`src/hdl/swg_pkg.sv`:
```
// constants and types for the sleep/wake event gating block
package swg_pkg;
  localparam int unsigned CLK_HZ      = 125_000_000;
  localparam int unsigned HOLD_SEC    = 4;
  localparam longint unsigned HOLD_CYC_L = longint'(HOLD_SEC) * longint'(CLK_HZ);
  localparam int unsigned HOLD_CYC    = int'(HOLD_CYC_L);
  localparam int unsigned BLINK_HZ    = 1;
  localparam int unsigned BLINK_CYC   = CLK_HZ / (2 * BLINK_HZ);
  localparam int unsigned SYNC_W      = 3;
  localparam logic [2:0]  SYNC_RST    = 3'h0;

  // power state codes presented on o_state
  typedef enum logic [4:0] {
    SWG_S0 = 5'h01,
    SWG_S1 = 5'h02,
    SWG_S3 = 5'h04,
    SWG_S4 = 5'h08,
    SWG_S5 = 5'h10
  } swg_state_t;
  localparam swg_state_t STATE_RST = SWG_S5;
endpackage : swg_pkg

```
`src/hdl/swg_sync.sv`:
```
// three-stage pin synchroniser with agreement filter
`timescale 1ns/1ps
`default_nettype none
module swg_sync #(
  parameter int unsigned WIDTH = 1
) (
  // clock and reset
  input  wire logic             i_clk,
  input  wire logic             i_rst_n,
  // pins and filtered levels
  input  wire logic [WIDTH-1:0] i_pin,
  output logic      [WIDTH-1:0] o_lvl
);
  import swg_pkg::*;

  initial begin
    if (WIDTH < 1) $error("swg_sync: WIDTH must be at least 1");
  end

  logic [WIDTH-1:0] s1_ff, s2_ff, s3_ff, lvl_ff;
  logic [WIDTH-1:0] nxt_lvl;

  // s1 is read only by s2 (metastability)
  always_comb begin
    nxt_lvl = lvl_ff;
    for (int i = 0; i < WIDTH; i++) begin
      if (s2_ff[i] == s3_ff[i]) nxt_lvl[i] = s2_ff[i];
    end
  end

  always_ff @(posedge i_clk or negedge i_rst_n) begin
    if (!i_rst_n) begin
      s1_ff  <= '0;
      s2_ff  <= '0;
      s3_ff  <= '0;
      lvl_ff <= '0;
    end else begin
      s1_ff  <= i_pin;
      s2_ff  <= s1_ff;
      s3_ff  <= s2_ff;
      lvl_ff <= nxt_lvl;
    end
  end

  assign o_lvl = lvl_ff;
endmodule : swg_sync
`default_nettype wire

```
`src/hdl/swg_wake.sv`:
```
// sleep state tracking, wake source gating and power button timing
//
// Functional notes
// - lan wake match request, from echo or directed frame, asks power-up.
// - usb activity wakes only from s1 or s3.
// - pci pme# wakes s1..s5 only while wake-on-pme enable is set.
// - keyboard activity wakes s1/s3; s4/s5 only via alt+prtscr or power key.
// - pcie wake# wakes from any of s1, s3, s4, s5.
// - serial activity wakes only from s1 or s3.
// - in s3, drives and fan unpowered, front power led blinks.
// - wake during s3 resumes from saved context, not cold boot.
// - button under 4 s toggles on/off or wakes; over 4 s forces soft-off.
`timescale 1ns/1ps
`default_nettype none
module swg_wake #(
  parameter int unsigned HOLD_CYCLES  = swg_pkg::HOLD_CYC,
  parameter int unsigned BLINK_CYCLES = swg_pkg::BLINK_CYC
) (
  // clock and reset
  input  wire logic       i_clk,
  input  wire logic       i_rst_n,
  // sleep entry command from the system, one-cycle pulses
  input  wire logic       i_sleep_req,
  input  wire swg_pkg::swg_state_t i_sleep_tgt,
  // firmware settings
  input  wire logic       i_pme_en,
  input  wire logic       i_kbd_s5_en,
  // wake sources (pins, active high after board inversion)
  input  wire logic       i_lan_match,
  input  wire logic       i_usb_act,
  input  wire logic       i_pme,
  input  wire logic       i_kbd_act,
  input  wire logic       i_kbd_hotkey,
  input  wire logic       i_pcie_wake,
  input  wire logic       i_ser_act,
  input  wire logic       i_pwr_btn,
  // power sequencer handshake
  input  wire logic       i_pwr_ack,
  output logic            o_pwr_up_req,
  output logic            o_resume,
  output logic            o_lan_wake,
  // power and indication
  output logic            o_main_pwr_en,
  output logic            o_drive_pwr_en,
  output logic            o_fan_en,
  output logic            o_led,
  output swg_pkg::swg_state_t o_state
);
  import swg_pkg::*;

  initial begin
    if (HOLD_CYCLES < 2) $error("swg_wake: HOLD_CYCLES too small");
    if (BLINK_CYCLES < 1) $error("swg_wake: BLINK_CYCLES too small");
  end

  localparam int unsigned NSRC = 8;
  localparam int unsigned HW = $clog2(HOLD_CYCLES + 1);
  localparam int unsigned BW = $clog2(BLINK_CYCLES + 1);
  localparam logic [HW-1:0] HOLD_MAX = HW'(HOLD_CYCLES);
  localparam logic [BW-1:0] BLINK_MAX = BW'(BLINK_CYCLES - 1);

  logic [NSRC-1:0] pin_lvl;
  logic lan_l, usb_l, pme_l, kbd_l, hot_l, pcie_l, ser_l, btn_l;

  swg_sync #(.WIDTH(NSRC)) swg_sync_i (
    .i_clk   (i_clk),
    .i_rst_n (i_rst_n),
    .i_pin   ({i_lan_match, i_usb_act, i_pme, i_kbd_act,
               i_kbd_hotkey, i_pcie_wake, i_ser_act, i_pwr_btn}),
    .o_lvl   (pin_lvl)
  );
  assign {lan_l, usb_l, pme_l, kbd_l, hot_l, pcie_l, ser_l, btn_l} = pin_lvl;

  // state registers
  swg_state_t      state_ff, nxt_state;
  logic            req_ff, nxt_req;
  logic            resume_ff, nxt_resume;
  logic            lanw_ff, nxt_lanw;
  logic            btn_d_ff, nxt_btn_d;
  logic            forced_ff, nxt_forced;
  logic [HW-1:0]   hold_ff, nxt_hold;
  logic [BW-1:0]   blink_cnt_ff, nxt_blink_cnt;
  logic            blink_ff, nxt_blink;
  logic            main_ff, drv_ff, fan_ff, led_ff;
  logic            nxt_main, nxt_drv, nxt_fan, nxt_led;

  logic shallow, deep, asleep, wake_hit, btn_short, btn_long;

  always_comb begin
    shallow = (state_ff == SWG_S1) || (state_ff == SWG_S3);
    deep    = (state_ff == SWG_S4) || (state_ff == SWG_S5);
    asleep  = shallow || deep;
    wake_hit = 1'b0;
    if (asleep) begin
      if (lan_l) wake_hit = 1'b1;
      if (usb_l && shallow) wake_hit = 1'b1;
      if (pme_l && i_pme_en) wake_hit = 1'b1;
      if (kbd_l && shallow) wake_hit = 1'b1;
      if (hot_l && deep && i_kbd_s5_en) wake_hit = 1'b1;
      if (hot_l && shallow) wake_hit = 1'b1;
      if (pcie_l) wake_hit = 1'b1;
      if (ser_l && shallow) wake_hit = 1'b1;
    end
  end

  // button timing: release before hold limit is a short press
  always_comb begin
    nxt_btn_d  = btn_l;
    nxt_hold   = hold_ff;
    nxt_forced = forced_ff;
    btn_short  = 1'b0;
    btn_long   = 1'b0;
    if (btn_l) begin
      if (hold_ff != HOLD_MAX) nxt_hold = hold_ff + HW'(1);
      if (hold_ff == HOLD_MAX - HW'(1)) btn_long = 1'b1;
      if (hold_ff == HOLD_MAX - HW'(1)) nxt_forced = 1'b1;
    end else begin
      nxt_hold   = '0;
      nxt_forced = 1'b0;
      // short press acts on release so a long press never toggles first
      if (btn_d_ff && !forced_ff) btn_short = 1'b1;
    end
  end

  // state and handshake
  always_comb begin
    nxt_state  = state_ff;
    nxt_req    = req_ff;
    nxt_resume = resume_ff;
    nxt_lanw   = lan_l && asleep;
    if (btn_long) begin
      nxt_state  = SWG_S5;
      nxt_req    = 1'b0;
      nxt_resume = 1'b0;
    end else if (req_ff) begin
      // held until the sequencer acknowledges power-up
      if (i_pwr_ack) begin
        nxt_req   = 1'b0;
        nxt_state = SWG_S0;
      end
    end else if (asleep && (wake_hit || btn_short)) begin
      nxt_req    = 1'b1;
      nxt_resume = (state_ff != SWG_S5);
    end else if (state_ff == SWG_S0) begin
      if (btn_short) begin
        nxt_state = SWG_S5;
      end else if (i_sleep_req && (i_sleep_tgt == SWG_S1 || i_sleep_tgt == SWG_S3 ||
                                   i_sleep_tgt == SWG_S4 || i_sleep_tgt == SWG_S5)) begin
        // other codes would park the state outside the one-hot set
        nxt_state  = i_sleep_tgt;
        nxt_resume = 1'b0;
      end
    end
  end

  // blink divider, running only in s3
  always_comb begin
    nxt_blink_cnt = blink_cnt_ff;
    nxt_blink     = blink_ff;
    if (state_ff != SWG_S3) begin
      nxt_blink_cnt = '0;
      nxt_blink     = 1'b1;
    end else if (blink_cnt_ff == BLINK_MAX) begin
      nxt_blink_cnt = '0;
      nxt_blink     = !blink_ff;
    end else begin
      nxt_blink_cnt = blink_cnt_ff + BW'(1);
    end
  end

  // rails follow the next state so outputs stay one flop deep
  always_comb begin
    nxt_main = (nxt_state == SWG_S0) || (nxt_state == SWG_S1);
    nxt_drv  = nxt_main;
    nxt_fan  = (nxt_state == SWG_S0);
    case (nxt_state)
      SWG_S0, SWG_S1: nxt_led = 1'b1;
      SWG_S3:         nxt_led = nxt_blink;
      default:        nxt_led = 1'b0;
    endcase
  end

  always_ff @(posedge i_clk or negedge i_rst_n) begin
    if (!i_rst_n) begin
      state_ff     <= STATE_RST;
      req_ff       <= 1'b0;
      resume_ff    <= 1'b0;
      lanw_ff      <= 1'b0;
      btn_d_ff     <= 1'b0;
      forced_ff    <= 1'b0;
      hold_ff      <= '0;
      blink_cnt_ff <= '0;
      blink_ff     <= 1'b1;
      main_ff      <= 1'b0;
      drv_ff       <= 1'b0;
      fan_ff       <= 1'b0;
      led_ff       <= 1'b0;
    end else begin
      state_ff     <= nxt_state;
      req_ff       <= nxt_req;
      resume_ff    <= nxt_resume;
      lanw_ff      <= nxt_lanw;
      btn_d_ff     <= nxt_btn_d;
      forced_ff    <= nxt_forced;
      hold_ff      <= nxt_hold;
      blink_cnt_ff <= nxt_blink_cnt;
      blink_ff     <= nxt_blink;
      main_ff      <= nxt_main;
      drv_ff       <= nxt_drv;
      fan_ff       <= nxt_fan;
      led_ff       <= nxt_led;
    end
  end

  assign o_state        = state_ff;
  assign o_pwr_up_req   = req_ff;
  assign o_resume       = resume_ff;
  assign o_lan_wake     = lanw_ff;
  assign o_main_pwr_en  = main_ff;
  assign o_drive_pwr_en = drv_ff;
  assign o_fan_en       = fan_ff;
  assign o_led          = led_ff;
endmodule : swg_wake
`default_nettype wire

```
`config.mk`:
```
export PLATFORM = sky130hd
export DESIGN_NAME = swg_wake
export DESIGN_NICKNAME = d
export VERILOG_FILES = /design/src/hdl/swg_pkg.sv /design/src/hdl/swg_sync.sv /design/src/hdl/swg_wake.sv
export SDC_FILE = /design/constraint.sdc
export NUM_CORES = 1
export LEC_CHECK = 0
export BUFFER_PORTS_ARGS = -buffer_cell sky130_fd_sc_hd__buf_2
export CAP_MARGIN = 10
export CORE_AREA = 3 3 151 80
export DETAILED_ROUTE_END_ITERATION = 7
export DIE_AREA = 0 0 154 83
export GPL_ROUTABILITY_DRIVEN = 0
export GPL_TIMING_DRIVEN = 0
export SYNTH_ARGS = -nofsm -noshare
export SYNTH_HDL_FRONTEND = slang
export SYNTH_SLANG_ARGS = --single-unit
```
`constraint.sdc`:
```
create_clock -name i_clk -period 2.1 [get_ports i_clk]
set_clock_uncertainty 0.15 [all_clocks]
set_input_delay 0.42 -clock i_clk [delete_from_list [all_inputs] [get_ports i_clk]]
set_output_delay 0.42 -clock i_clk [all_outputs]
set_load 0.005 [all_outputs]
```
==> results of run 1 <==
## state kept, by name (all words and copies together), names as in the netlist
| signal | cells |
|---|---|
| hold_ff | 29 |
| blink_cnt_ff | 26 |
| swg_sync_i.o_lvl | 8 |
| swg_sync_i.s1_ff | 8 |
| swg_sync_i.s2_ff | 8 |
| swg_sync_i.s3_ff | 8 |
| o_state | 5 |
| blink_ff | 1 |
| btn_d_ff | 1 |
| forced_ff | 1 |
| o_drive_pwr_en | 1 |
| o_fan_en | 1 |
| o_lan_wake | 1 |
| o_led | 1 |
| o_pwr_up_req | 1 |
| o_resume | 1 |
## final cells by class
| cell class | count | share of cell area |
|---|---|---|
| inverter | 13 | 0.00880 |
| sequential | 101 | 0.458 |
| multi-input combinational | 288 | 0.378 |
| tap | 145 | 0.0327 |
| buffer | 7 | 0.00699 |
| timing repair buffer | 50 | 0.0587 |
| clock inverter | 7 | 0.0160 |
| clock buffer | 9 | 0.0406 |
## critical path, cell delays in order, from the launching register on
cell and delay [ns]:
dfrtp_1 0.40, ha_4 0.16, nand4_4 0.12, or4_4 0.56, or3_1 0.34, nand3_2 0.09, nand4b_1 0.11, a21oi_2 0.16
## routing by layer
metal / up-vias / global-route usage / share of wire / wire length, um
met2: 33 / 0.207 / 0.45 / 3780
met1: 1492 / 0.204 / 0.51 / 4310
li1: 1548 / - / - / -
met3: 9 / 0.0364 / 0.031 / 261
met5: - / 0 / 0 / 0
met4: 0 / 0.0473 / 0.013 / 109
## logic make-up after synthesis
group / count (synthesis) / share of synthesized area
and+or+nand+nor: 188 / 0.241
DFF: 101 / 0.560
xor gates and xnor gates: 50 / 0.0970
AOI/OAI and AO/OA: 38 / 0.0535
buffers and inverters: 22 / 0.0199
adders and majority gates: 11 / 0.0260
muxes: 1 / 0.00222
## how the worst min path moves through the flow
stage | to | from | slack (ns)
CTS | swg_sync_i.s1_ff[3]$_DFF_PN0_ | i_kbd_hotkey | 0.003
floorplan | blink_cnt_ff[0]$_DFF_PN0_ | i_rst_n | -0.03
detailed placement | swg_sync_i.s2_ff[4]$_DFF_PN0_ | swg_sync_i.s1_ff[4]$_DFF_PN0_ | 0.18
global placement | swg_sync_i.s2_ff[1]$_DFF_PN0_ | swg_sync_i.s1_ff[1]$_DFF_PN0_ | 0.18
finish | swg_sync_i.s1_ff[4]$_DFF_PN0_ | i_kbd_act | 0.02
global route | swg_sync_i.s1_ff[2]$_DFF_PN0_ | i_pcie_wake | 0.002
## repair_timing
| item | in CTS | in global routing |
|---|---|---|
| pin swaps | 9 | 10 |
| buffers inserted | 9 | 9 |
| endpoints found under the setup margin | 38 | 43 |
| gates cloned | 0 | 0 |
| hold buffers | 1 | 0 |
| endpoints found under the hold margin | 29 | 0 |
| gates resized for setup | 17 | 33 |
## power groups by stage
stage               Combinational [mW]  Sequential [mW]  Clock, mW
floorplan                        0.394             2.20          0
global placement                 0.626             2.22          0
detailed placement               0.640             2.21          0
CTS                              0.675             2.18       1.76
global route                     0.799             2.22       1.84
finish                           0.710             2.19       1.70
## layout by cell type, fill, tap and decap left out, types with 3 or more instances in the layout
| cell | Yosys | final |
|---|---|---|
| dfrtp_1 | 99 | 90 |
| nor2_1 | 42 | 40 |
| buf_2 | 2 | 29 |
| and2_1 | 27 | 27 |
| xor2_1 | 25 | 25 |
| xnor2_1 | 25 | 25 |
| nand2_1 | 22 | 22 |
| buf_4 | 1 | 22 |
| nand3_1 | 25 | 20 |
| inv_1 | 13 | 13 |
| nand4_1 | 10 | 10 |
| o21ai_0 | 11 | 9 |
| dfrtp_2 | 0 | 9 |
| clkbuf_16 | 0 | 9 |
| maj3_1 | 8 | 8 |
| or3_1 | 8 | 7 |
| nor4b_1 | 6 | 6 |
| a21oi_1 | 8 | 6 |
| nand3_2 | 1 | 5 |
| and3_1 | 5 | 5 |
| nor4_4 | 0 | 4 |
| nand2b_1 | 4 | 4 |
| nor2b_1 | 3 | 3 |
| nor3b_1 | 5 | 3 |
| nor3_1 | 3 | 3 |
| and4_1 | 4 | 3 |
| clkbuf_1 | 5 | 3 |
| a21boi_0 | 3 | 3 |
## through the flow
stage | setup slack [ns] | power (mW) | setup TNS, ns | hold WS, ns
5_1_grt | -0.157 | 4.85 | -0.259 | 0.00236
6_report | -0.0693 | 4.60 | -0.0693 | 0.0206
2_1_floorplan | 0.000258 | 2.59 | 0 | -0.0256
4_1_cts | -0.142 | 4.61 | -0.142 | 0.00306
3_5_place_dp | -0.307 | 2.85 | -6.37 | 0.185
3_3_place_gp | -0.675 | 2.84 | -71.97 | 0.182
==> flow_summary.json, run 1 <==
{
  "slew_viol_final": 0,
  "startpoint_type": "register",
  "worst_r2r_endpoint": "o_led$_DFF_PN0_",
  "vdd_drop_max_uv": 481,
  "postLayoutCellArea_mm2": 0.00555,
  "postSynth.asyncResetShare": 1.00,
  "synthesis.area_mm2": 0.00452,
  "hp-class": "input port to register",
  "num_io_pins": 31,
  "critPathKind": "register to register",
  "cp-startpoint": "blink_cnt_ff[0]$_DFF_PN0_",
  "grt_pass1_wl_mm": 14.8,
  "antenna_found_initial": 0,
  "drc_errors": 0,
  "place_inst": 587,
  "seq_area_mm2": 0.00254,
  "start_util": 0.417,
  "synth-main-ff-cell": "dfrtp_1",
  "core_mm2": 0.0108,
  "cts_made_buffers": 9,
  "path_max_fanout": 3,
  "yosys_warnings": 0,
  "max_cap_violations": 0,
  "cts_buffer_depth": 2,
  "cts_tree": "yes",
  "layout.nets": 492,
  "pwr_density_cell_mw_per_mm2": 830,
  "vias": 3082,
  "grt_pass1_vias": 3017,
  "die_area_mm2": 0.0128,
  "yosysTopAreaCell": "dfrtp_1",
  "layout_setup_ws_ns": -0.0693,
  "arrival_ns": 2.29,
  "multi_input_comb_area_mm2": 0.00210,
  "h-tree-depth": 3,
  "drt-initial-drc-count": 161,
  "fin_cells": 620,
  "synth_top_area_share": 0.548,
  "rsz0062_at_grt": "true",
  "clkPwrFrac": 0.369,
  "path_clk_slew_ns": 0.08,
  "num_rows": 27,
  "grt_use_total": 0.141,
  "min_period_ns": 2.17,
  "min_period_over_period": 1.03,
  "area_growth_pct": 22.8,
  "drive_above_1_share": 0.240,
  "place_hpwl_mm": 5.46,
  "p_sw_mw": 1.33,
  "die_y_um": 83,
  "comb_power_share": 0.154,
  "final_util": 0.511,
  "ys_types": 54,
  "grt_max_degree": 72,
  "place_area_mm2": 0.00488,
  "avgSynthCellArea_um2": 11.0,
  "p_int_mw": 3.27,
  "max_freq_mhz": 461,
  "io_buffers": 30,
  "detail-route-antenna-nets": 0,
  "drt_wl_total_mm": 8.46,
  "synth_common_cells": "dfrtp_1, nor2_1, and2_1",
  "firstDrtPassIters": 4,
  "cts_num_sinks": 101,
  "run_status": "finished, violations left",
  "min_path_cells": 1,
  "worst-r2r-setup-slack_ns": -0.07,
  "tightest_slew_ns": 0.700,
  "synth_edf_count": 0,
  "vias_per_cell": 4.97,
  "synth.most_common_cell": "dfrtp_1",
  "crit_path_end_kind": "register",
  "die_w_um": 154,
  "routedWlPerCell_um": 13.6,
  "ff2ff_path_depth": 7,
  "clock_latency_ns": 0.35,
  "maxSlewHeadroom": 0.531,
  "setup_violations": 1,
  "required_ns": 2.22,
  "num-fill-cells": 972,
  "syn_nets": 433,
  "ys_ff_latch": 101,
  "pwr-share-seq": 0.476,
  "r2r-start": "blink_cnt_ff[0]$_DFF_PN0_",
  "leakage_nw": 2.43,
  "swShare": 0.290,
  "clockRootBuffer": "clkbuf_16",
  "grt_overflow": 0,
  "antenna_cells": 0,
  "endpoint": "o_led$_DFF_PN0_",
  "violations": "negative setup slack",
  "syn_inst": 411,
  "hold_viol": 0,
  "seq_area_frac_synth": 0.560,
  "synth_area_leaders": "dfrtp_1, xnor2_1, xor2_1"
}
(Power assumes the default switching activity.)
==> run 2, diff against run 1 <==
CTS_BUF_LIST = sky130_fd_sc_hd__clkbuf_2   (was unset)
==> run 2 against run 1 <==
- the flow still finishes with violations (negative setup slack)
- first-iteration DRC count is 4.3% higher
- register-to-register slack better by 0.05 ns
- design area is 3.6% higher
- critical path type unchanged
==> flow_summary.json, run 2 (same netlist as run 1, synthesis figures left out) <==
{
  "run_status": "finished, violations left",
  "violations": "negative setup slack",
  "slew_viol_final": 0,
  "layout_commonest_cell": "dfrtp_1",
  "grt_pass1_vias": 3049,
  "die_w_um": 154,
  "use_met3": 0.0396,
  "grt_max_degree": 72,
  "h-tree-depth": 3,
  "vias_per_cell": 4.96,
  "num_rows": 27,
  "critPathKind": "register to register",
  "swShare": 0.324,
  "arrival_ns": 2.53,
  "top_usage_layer": "met2",
  "maxSlewHeadroom": 0.653,
  "area_growth_pct": 27.3,
  "vias": 3228,
  "reg_top3": "hold_ff (29), blink_cnt_ff (26)",
  "routedWlPerCell_um": 13.6,
  "crit_path_end_kind": "register",
  "rsz0062_at_grt": "true",
  "vdd_drop_max_uv": 340,
  "grt_use_total": 0.142,
  "final_cell_mix": "dfrtp_1, buf_4, nor2_1",
  "drive_above_1_share": 0.298,
  "die_area_mm2": 0.0128,
  "largest_register_ffs": 29,
  "detail-route-antenna-nets": 0,
  "pwr_density_cell_mw_per_mm2": 692,
  "path_buf_inv": 0,
  "num_io_pins": 31,
  "postLayoutCellArea_mm2": 0.00575,
  "p_sw_mw": 1.29,
  "start_util": 0.417,
  "pwr-share-seq": 0.551,
  "hold_viol": 0,
  "cts_buffer_depth": 2,
  "setup_violations": 2,
  "antenna_found_initial": 0,
  "grt_pass1_wl_mm": 15.0,
  "place_area_mm2": 0.00488,
  "use_met1": 0.207,
  "drt-initial-drc-count": 168,
  "layout.nets": 523,
  "cp_cell_sequence": "ha_4, nand4_4, or4_4, or3_4, nand3_2, nand4b_1, a21oi_2",
  "worst_path_max_delay_cell": "or4_4",
  "max_freq_mhz": 471,
  "path_max_fanout": 2,
  "top_register": "hold_ff",
  "firstDrtPassIters": 4,
  "antenna_cells": 0,
  "cts_tree": "yes",
  "cts_num_sinks": 101,
  "io_buffers": 30,
  "cts_made_buffers": 9,
  "max_cap_violations": 0,
  "die_y_um": 83,
  "leakage_nw": 2.55,
  "core_mm2": 0.0108,
  "layout_setup_ws_ns": -0.0237,
  "p_int_mw": 2.69,
  "final_util": 0.530,
  "clock_latency_ns": 0.61,
  "path_clk_slew_ns": 0.32,
  "critPathTopFamily": "simple AND/OR/NAND/NOR gates",
  "hp-class": "input port to asynchronous set/reset pin",
  "grt_overflow": 0,
  "min_period_ns": 2.12,
  "setup_tns_ns": -0.0276,
  "clockRootBuffer": "clkbuf_2",
  "grtUsageMet2": 0.209,
  "comb_power_share": 0.201,
  "tightest_slew_ns": 0.513,
  "drt_wl_total_mm": 8.88,
  "required_ns": 2.51,
  "min_period_over_period": 1.01,
  "startpoint_type": "register",
  "drc_errors": 0,
  "clkPwrFrac": 0.248,
  "place_hpwl_mm": 5.46,
  "slowest_delay_ns": 0.54
}
run 2: area by class of cell:
class	count	area, um2
inverter	13	48.8
clock inverter	7	88.8
tap	145	181
clock buffer	9	45.0
buffer	8	57.6
timing repair buffer	80	622
multi-input combinational	288	2160
fill	968	5100
sequential	101	2540
run 2: worst paths after layout:
path / startpoint / to / slack [ns] / depth (start not counted)
setup / recovery: blink_cnt_ff[0]$_DFF_PN0_ / o_led$_DFF_PN0_ / -0.02 / 7
max in group asynchronous: i_rst_n / hold_ff[8]$_DFFE_PN0P_ / 1.01 / 3
hold / removal: i_rst_n / blink_cnt_ff[11]$_DFF_PN0_ / 0.09 / 2
min in group i_clk: i_sleep_tgt[2] / o_state[2]$_DFF_PN0_ / 0.10 / 4
hold reg to reg: swg_sync_i.s1_ff[7]$_DFF_PN0_ / swg_sync_i.s2_ff[7]$_DFF_PN0_ / 0.24 / 0
setup reg to reg: blink_cnt_ff[0]$_DFF_PN0_ / o_led$_DFF_PN0_ / -0.02 / 7
run 2: through the flow:
stage	hold WS (ns)	cells	setup slack, ns	total power [mW]
global placement	0.182	586	-0.675	2.84
global route	0.0524	651	-0.129	4.24
finish	0.0889	651	-0.0237	3.98
CTS	0.00714	627	-0.171	3.92
detailed placement	0.185	587	-0.307	2.85
floorplan	-0.0256	411	0.000258	2.59
run 2: power by group through the flow:
stage | Combinational (mW) | Clock (mW) | Sequential [mW]
global placement | 0.626 | 0 | 2.22
floorplan | 0.394 | 0 | 2.20
detailed placement | 0.640 | 0 | 2.21
CTS | 0.702 | 1.04 | 2.18
finish | 0.800 | 0.989 | 2.19
global route | 0.899 | 1.12 | 2.22
run 2: worst register-to-register path: cells and delay by family (launching register included):
family | cells | cell delay (ns)
simple gates | 5 | 1.15
fa+ha+maj | 1 | 0.16
compound gates | 1 | 0.15
flops | 1 | 0.47
run 2: per-layer routing:
metal  wire [um]  vias up
li1            -     1612
met5           0        -
met2        4090       29
met3         250        8
met4          74        0
met1        4470     1579
run 2: timing repair:
item | CTS | global route
gates resized for setup | 21 | 68
cloned | 0 | 2
hold buffers | 10 | 1
pin swaps | 10 | 27
setup buffers | 15 | 21
endpoints found under the hold margin | 109 | 1
endpoints found under the setup margin | 44 | 48
==> run 3, diff against run 2 <==
ABC_AREA = 1   (was unset)
CORE_AREA = 3 3 158 83   (was 3 3 151 80)
DIE_AREA = 0 0 161 86   (was 0 0 154 83)
==> run 3 against run 2 <==
- the run now ends clean
- non-clock buffer count shrank 25
- design area up 1.2%
- combinational power fell by 75%
- synthesized area increased by 10%
- clock-buffer cell count unchanged
- routed wire length increased by 21%
- critical path type unchanged
==> flow_summary.json, run 3 <==
{
  "vdd_drop_max_uv": 256,
  "cts_made_buffers": 9,
  "cts_tree": "yes",
  "postSynth.asyncResetShare": 1.00,
  "antenna_cells": 0,
  "place_inst": 778,
  "place_hpwl_mm": 7.79,
  "rsz0062_at_grt": "true",
  "r2r-start": "blink_cnt_ff[1]$_DFF_PN0_",
  "min_period_over_period": 0.956,
  "syn_nets": 604,
  "largest_register_ffs": 29,
  "die_y_um": 86,
  "synth_top_area_share": 0.498,
  "firstDrtPassIters": 5,
  "arrival_ns": 2.39,
  "vias_per_cell": 5.00,
  "hp-class": "input port to asynchronous set/reset pin",
  "start_util": 0.422,
  "synthesis.area_mm2": 0.00497,
  "die_w_um": 161,
  "clockRootBuffer": "clkbuf_2",
  "ys_types": 43,
  "max_freq_mhz": 498,
  "postLayoutCellArea_mm2": 0.00582,
  "die_area_mm2": 0.0138,
  "pwr_density_cell_mw_per_mm2": 536,
  "antenna_found_initial": 0,
  "synth-main-ff-cell": "dfrtp_1",
  "setup_violations": 0,
  "clock_latency_ns": 0.59,
  "grt_max_degree": 72,
  "reg_top3": "hold_ff (29), blink_cnt_ff (26)",
  "max_cap_violations": 0,
  "grt_pass1_vias": 4072,
  "seq_area_frac_synth": 0.509,
  "worst_r2r_endpoint": "blink_cnt_ff[18]$_DFF_PN0_",
  "drt-initial-drc-count": 270,
  "startpoint_type": "register",
  "leakage_nw": 2.67,
  "required_ns": 2.48,
  "synth_edf_count": 0,
  "grt_use_total": 0.165,
  "drt_wl_total_mm": 10.7,
  "path_clk_slew_ns": 0.28,
  "grt_pass1_wl_mm": 18.7,
  "io_buffers": 30,
  "cts_num_sinks": 101,
  "place_area_mm2": 0.00536,
  "yosys_warnings": 0,
  "core_mm2": 0.0118,
  "yosysTopAreaCell": "dfrtp_1",
  "grt_overflow": 0,
  "cp-startpoint": "blink_cnt_ff[1]$_DFF_PN0_",
  "detail-route-antenna-nets": 0,
  "top_register": "hold_ff",
  "min_period_ns": 2.01,
  "layout_commonest_cell": "dfrtp_1",
  "path_max_fanout": 4,
  "area_growth_pct": 17.0,
  "critPathKind": "register to register",
  "num_rows": 28,
  "final_cell_mix": "dfrtp_1, nand2_1, inv_1",
  "fin_cells": 820,
  "hold_viol": 0,
  "synth.most_common_cell": "dfrtp_1",
  "drive_above_1_share": 0.182,
  "num_io_pins": 31,
  "layout.nets": 672,
  "vias": 4103,
  "endpoint": "blink_cnt_ff[18]$_DFF_PN0_",
  "syn_inst": 582,
  "ff2ff_path_depth": 11,
  "synth_common_cells": "dfrtp_1, nand2_1, nor2_1, inv_1, nand3_1",
  "h-tree-depth": 3,
  "routedWlPerCell_um": 13.1,
  "tightest_slew_ns": 0.508,
  "cts_buffer_depth": 2,
  "synth_area_leaders": "dfrtp_1, nand2_1, nor2_1",
  "slew_viol_final": 0,
  "run_status": "finished clean",
  "ys_ff_latch": 101,
  "avgSynthCellArea_um2": 8.54,
  "layout_setup_ws_ns": 0.0918,
  "drc_errors": 0,
  "worst-r2r-setup-slack_ns": 0.09,
  "crit_path_end_kind": "register",
  "post-place-ws_ns": 0.0349,
  "maxSlewHeadroom": 0.661
}
## run 3: worst min path at each step
stage	start	end	slack, ns	depth (start not counted)
3_3_place_gp	swg_sync_i.s1_ff[5]$_DFF_PN0_	swg_sync_i.s2_ff[5]$_DFF_PN0_	0.18	0
4_1_cts	i_sleep_tgt[3]	o_state[3]$_DFF_PN0_	0.04	5
5_1_grt	i_sleep_tgt[3]	o_state[3]$_DFF_PN0_	0.05	5
3_5_place_dp	swg_sync_i.s1_ff[0]$_DFF_PN0_	swg_sync_i.s2_ff[0]$_DFF_PN0_	0.18	0
2_1_floorplan	i_rst_n	blink_cnt_ff[0]$_DFF_PN0_	-0.03	0
6_report	i_rst_n	blink_cnt_ff[9]$_DFF_PN0_	0.11	2
## run 3: logic make-up after synthesis
family,Yosys count,synth area share
buffers and inverters,81,0.0637
adders and majority gates,11,0.0237
AOI/OAI and AO/OA,66,0.0705
DFF,101,0.509
and+or+nand+nor,312,0.314
xor gates and xnor gates,11,0.0194
## run 3: metrics by stage
| step | total power [mW] | setup TNS, ns | hold slack (ns) | utilization |
|---|---|---|---|---|
| 6_report | 3.12 | 0 | 0.112 | 0.494 |
| 5_1_grt | 3.30 | -0.178 | 0.0466 | 0.494 |
| 4_1_cts | 3.18 | 0 | 0.0429 | 0.474 |
| 3_5_place_dp | 2.24 | 0 | 0.185 | 0.455 |
| 3_3_place_gp | 2.23 | -66.60 | 0.183 | 0.453 |
| 2_1_floorplan | 2.14 | 0 | -0.0256 | - |
## run 3: critical path, cell delays in order, from the launching register on
cell and delay (ns):
dfrtp_1 0.47, ha_4 0.17, nand2_4 0.06, nor2_4 0.10, nand2_1 0.07, inv_2 0.10, nand3_4 0.09, nor3_4 0.29
buf_4 0.17, buf_4 0.09, a21oi_1 0.05, nor3b_1 0.17
## run 3: what timing repair did
item,4_1_cts,5_1_grt
endpoints found under the setup margin,1,26
endpoints found under the hold margin,108,0
resized for setup,0,29
hold buffers,10,0
pin swaps,0,10
buffers inserted,1,15
## run 3: where the power goes
part	leakage, nW	switching (mW)	internal, mW
logic	1.29	0.122	0.0797
registers	1.32	0.0329	2.00
clock network	0.0609	0.702	0.184
total	2.67	0.857	2.26
## run 3: metal layers
| layer | global-route usage | vias up | wire length [um] |
|---|---|---|---|
| met3 | 0.0367 | 12 | 280 |
| met1 | 0.211 | 1971 | 5060 |
| met4 | 0.0507 | 0 | 117 |
| li1 | - | 2070 | - |
| met5 | 0 | - | 0 |
| met2 | 0.285 | 50 | 5270 |
## run 3: area by class of cell
type	count	area, um2
Sequential cell	101	2530
Multi-Input combinational cell	400	2250
Clock buffer	9	45.0
Fill cell	1173	5950
Clock inverter	7	70.1
Buffer	6	36.3
Timing Repair Buffer	57	400
Inverter	75	282
Tap cell	165	206
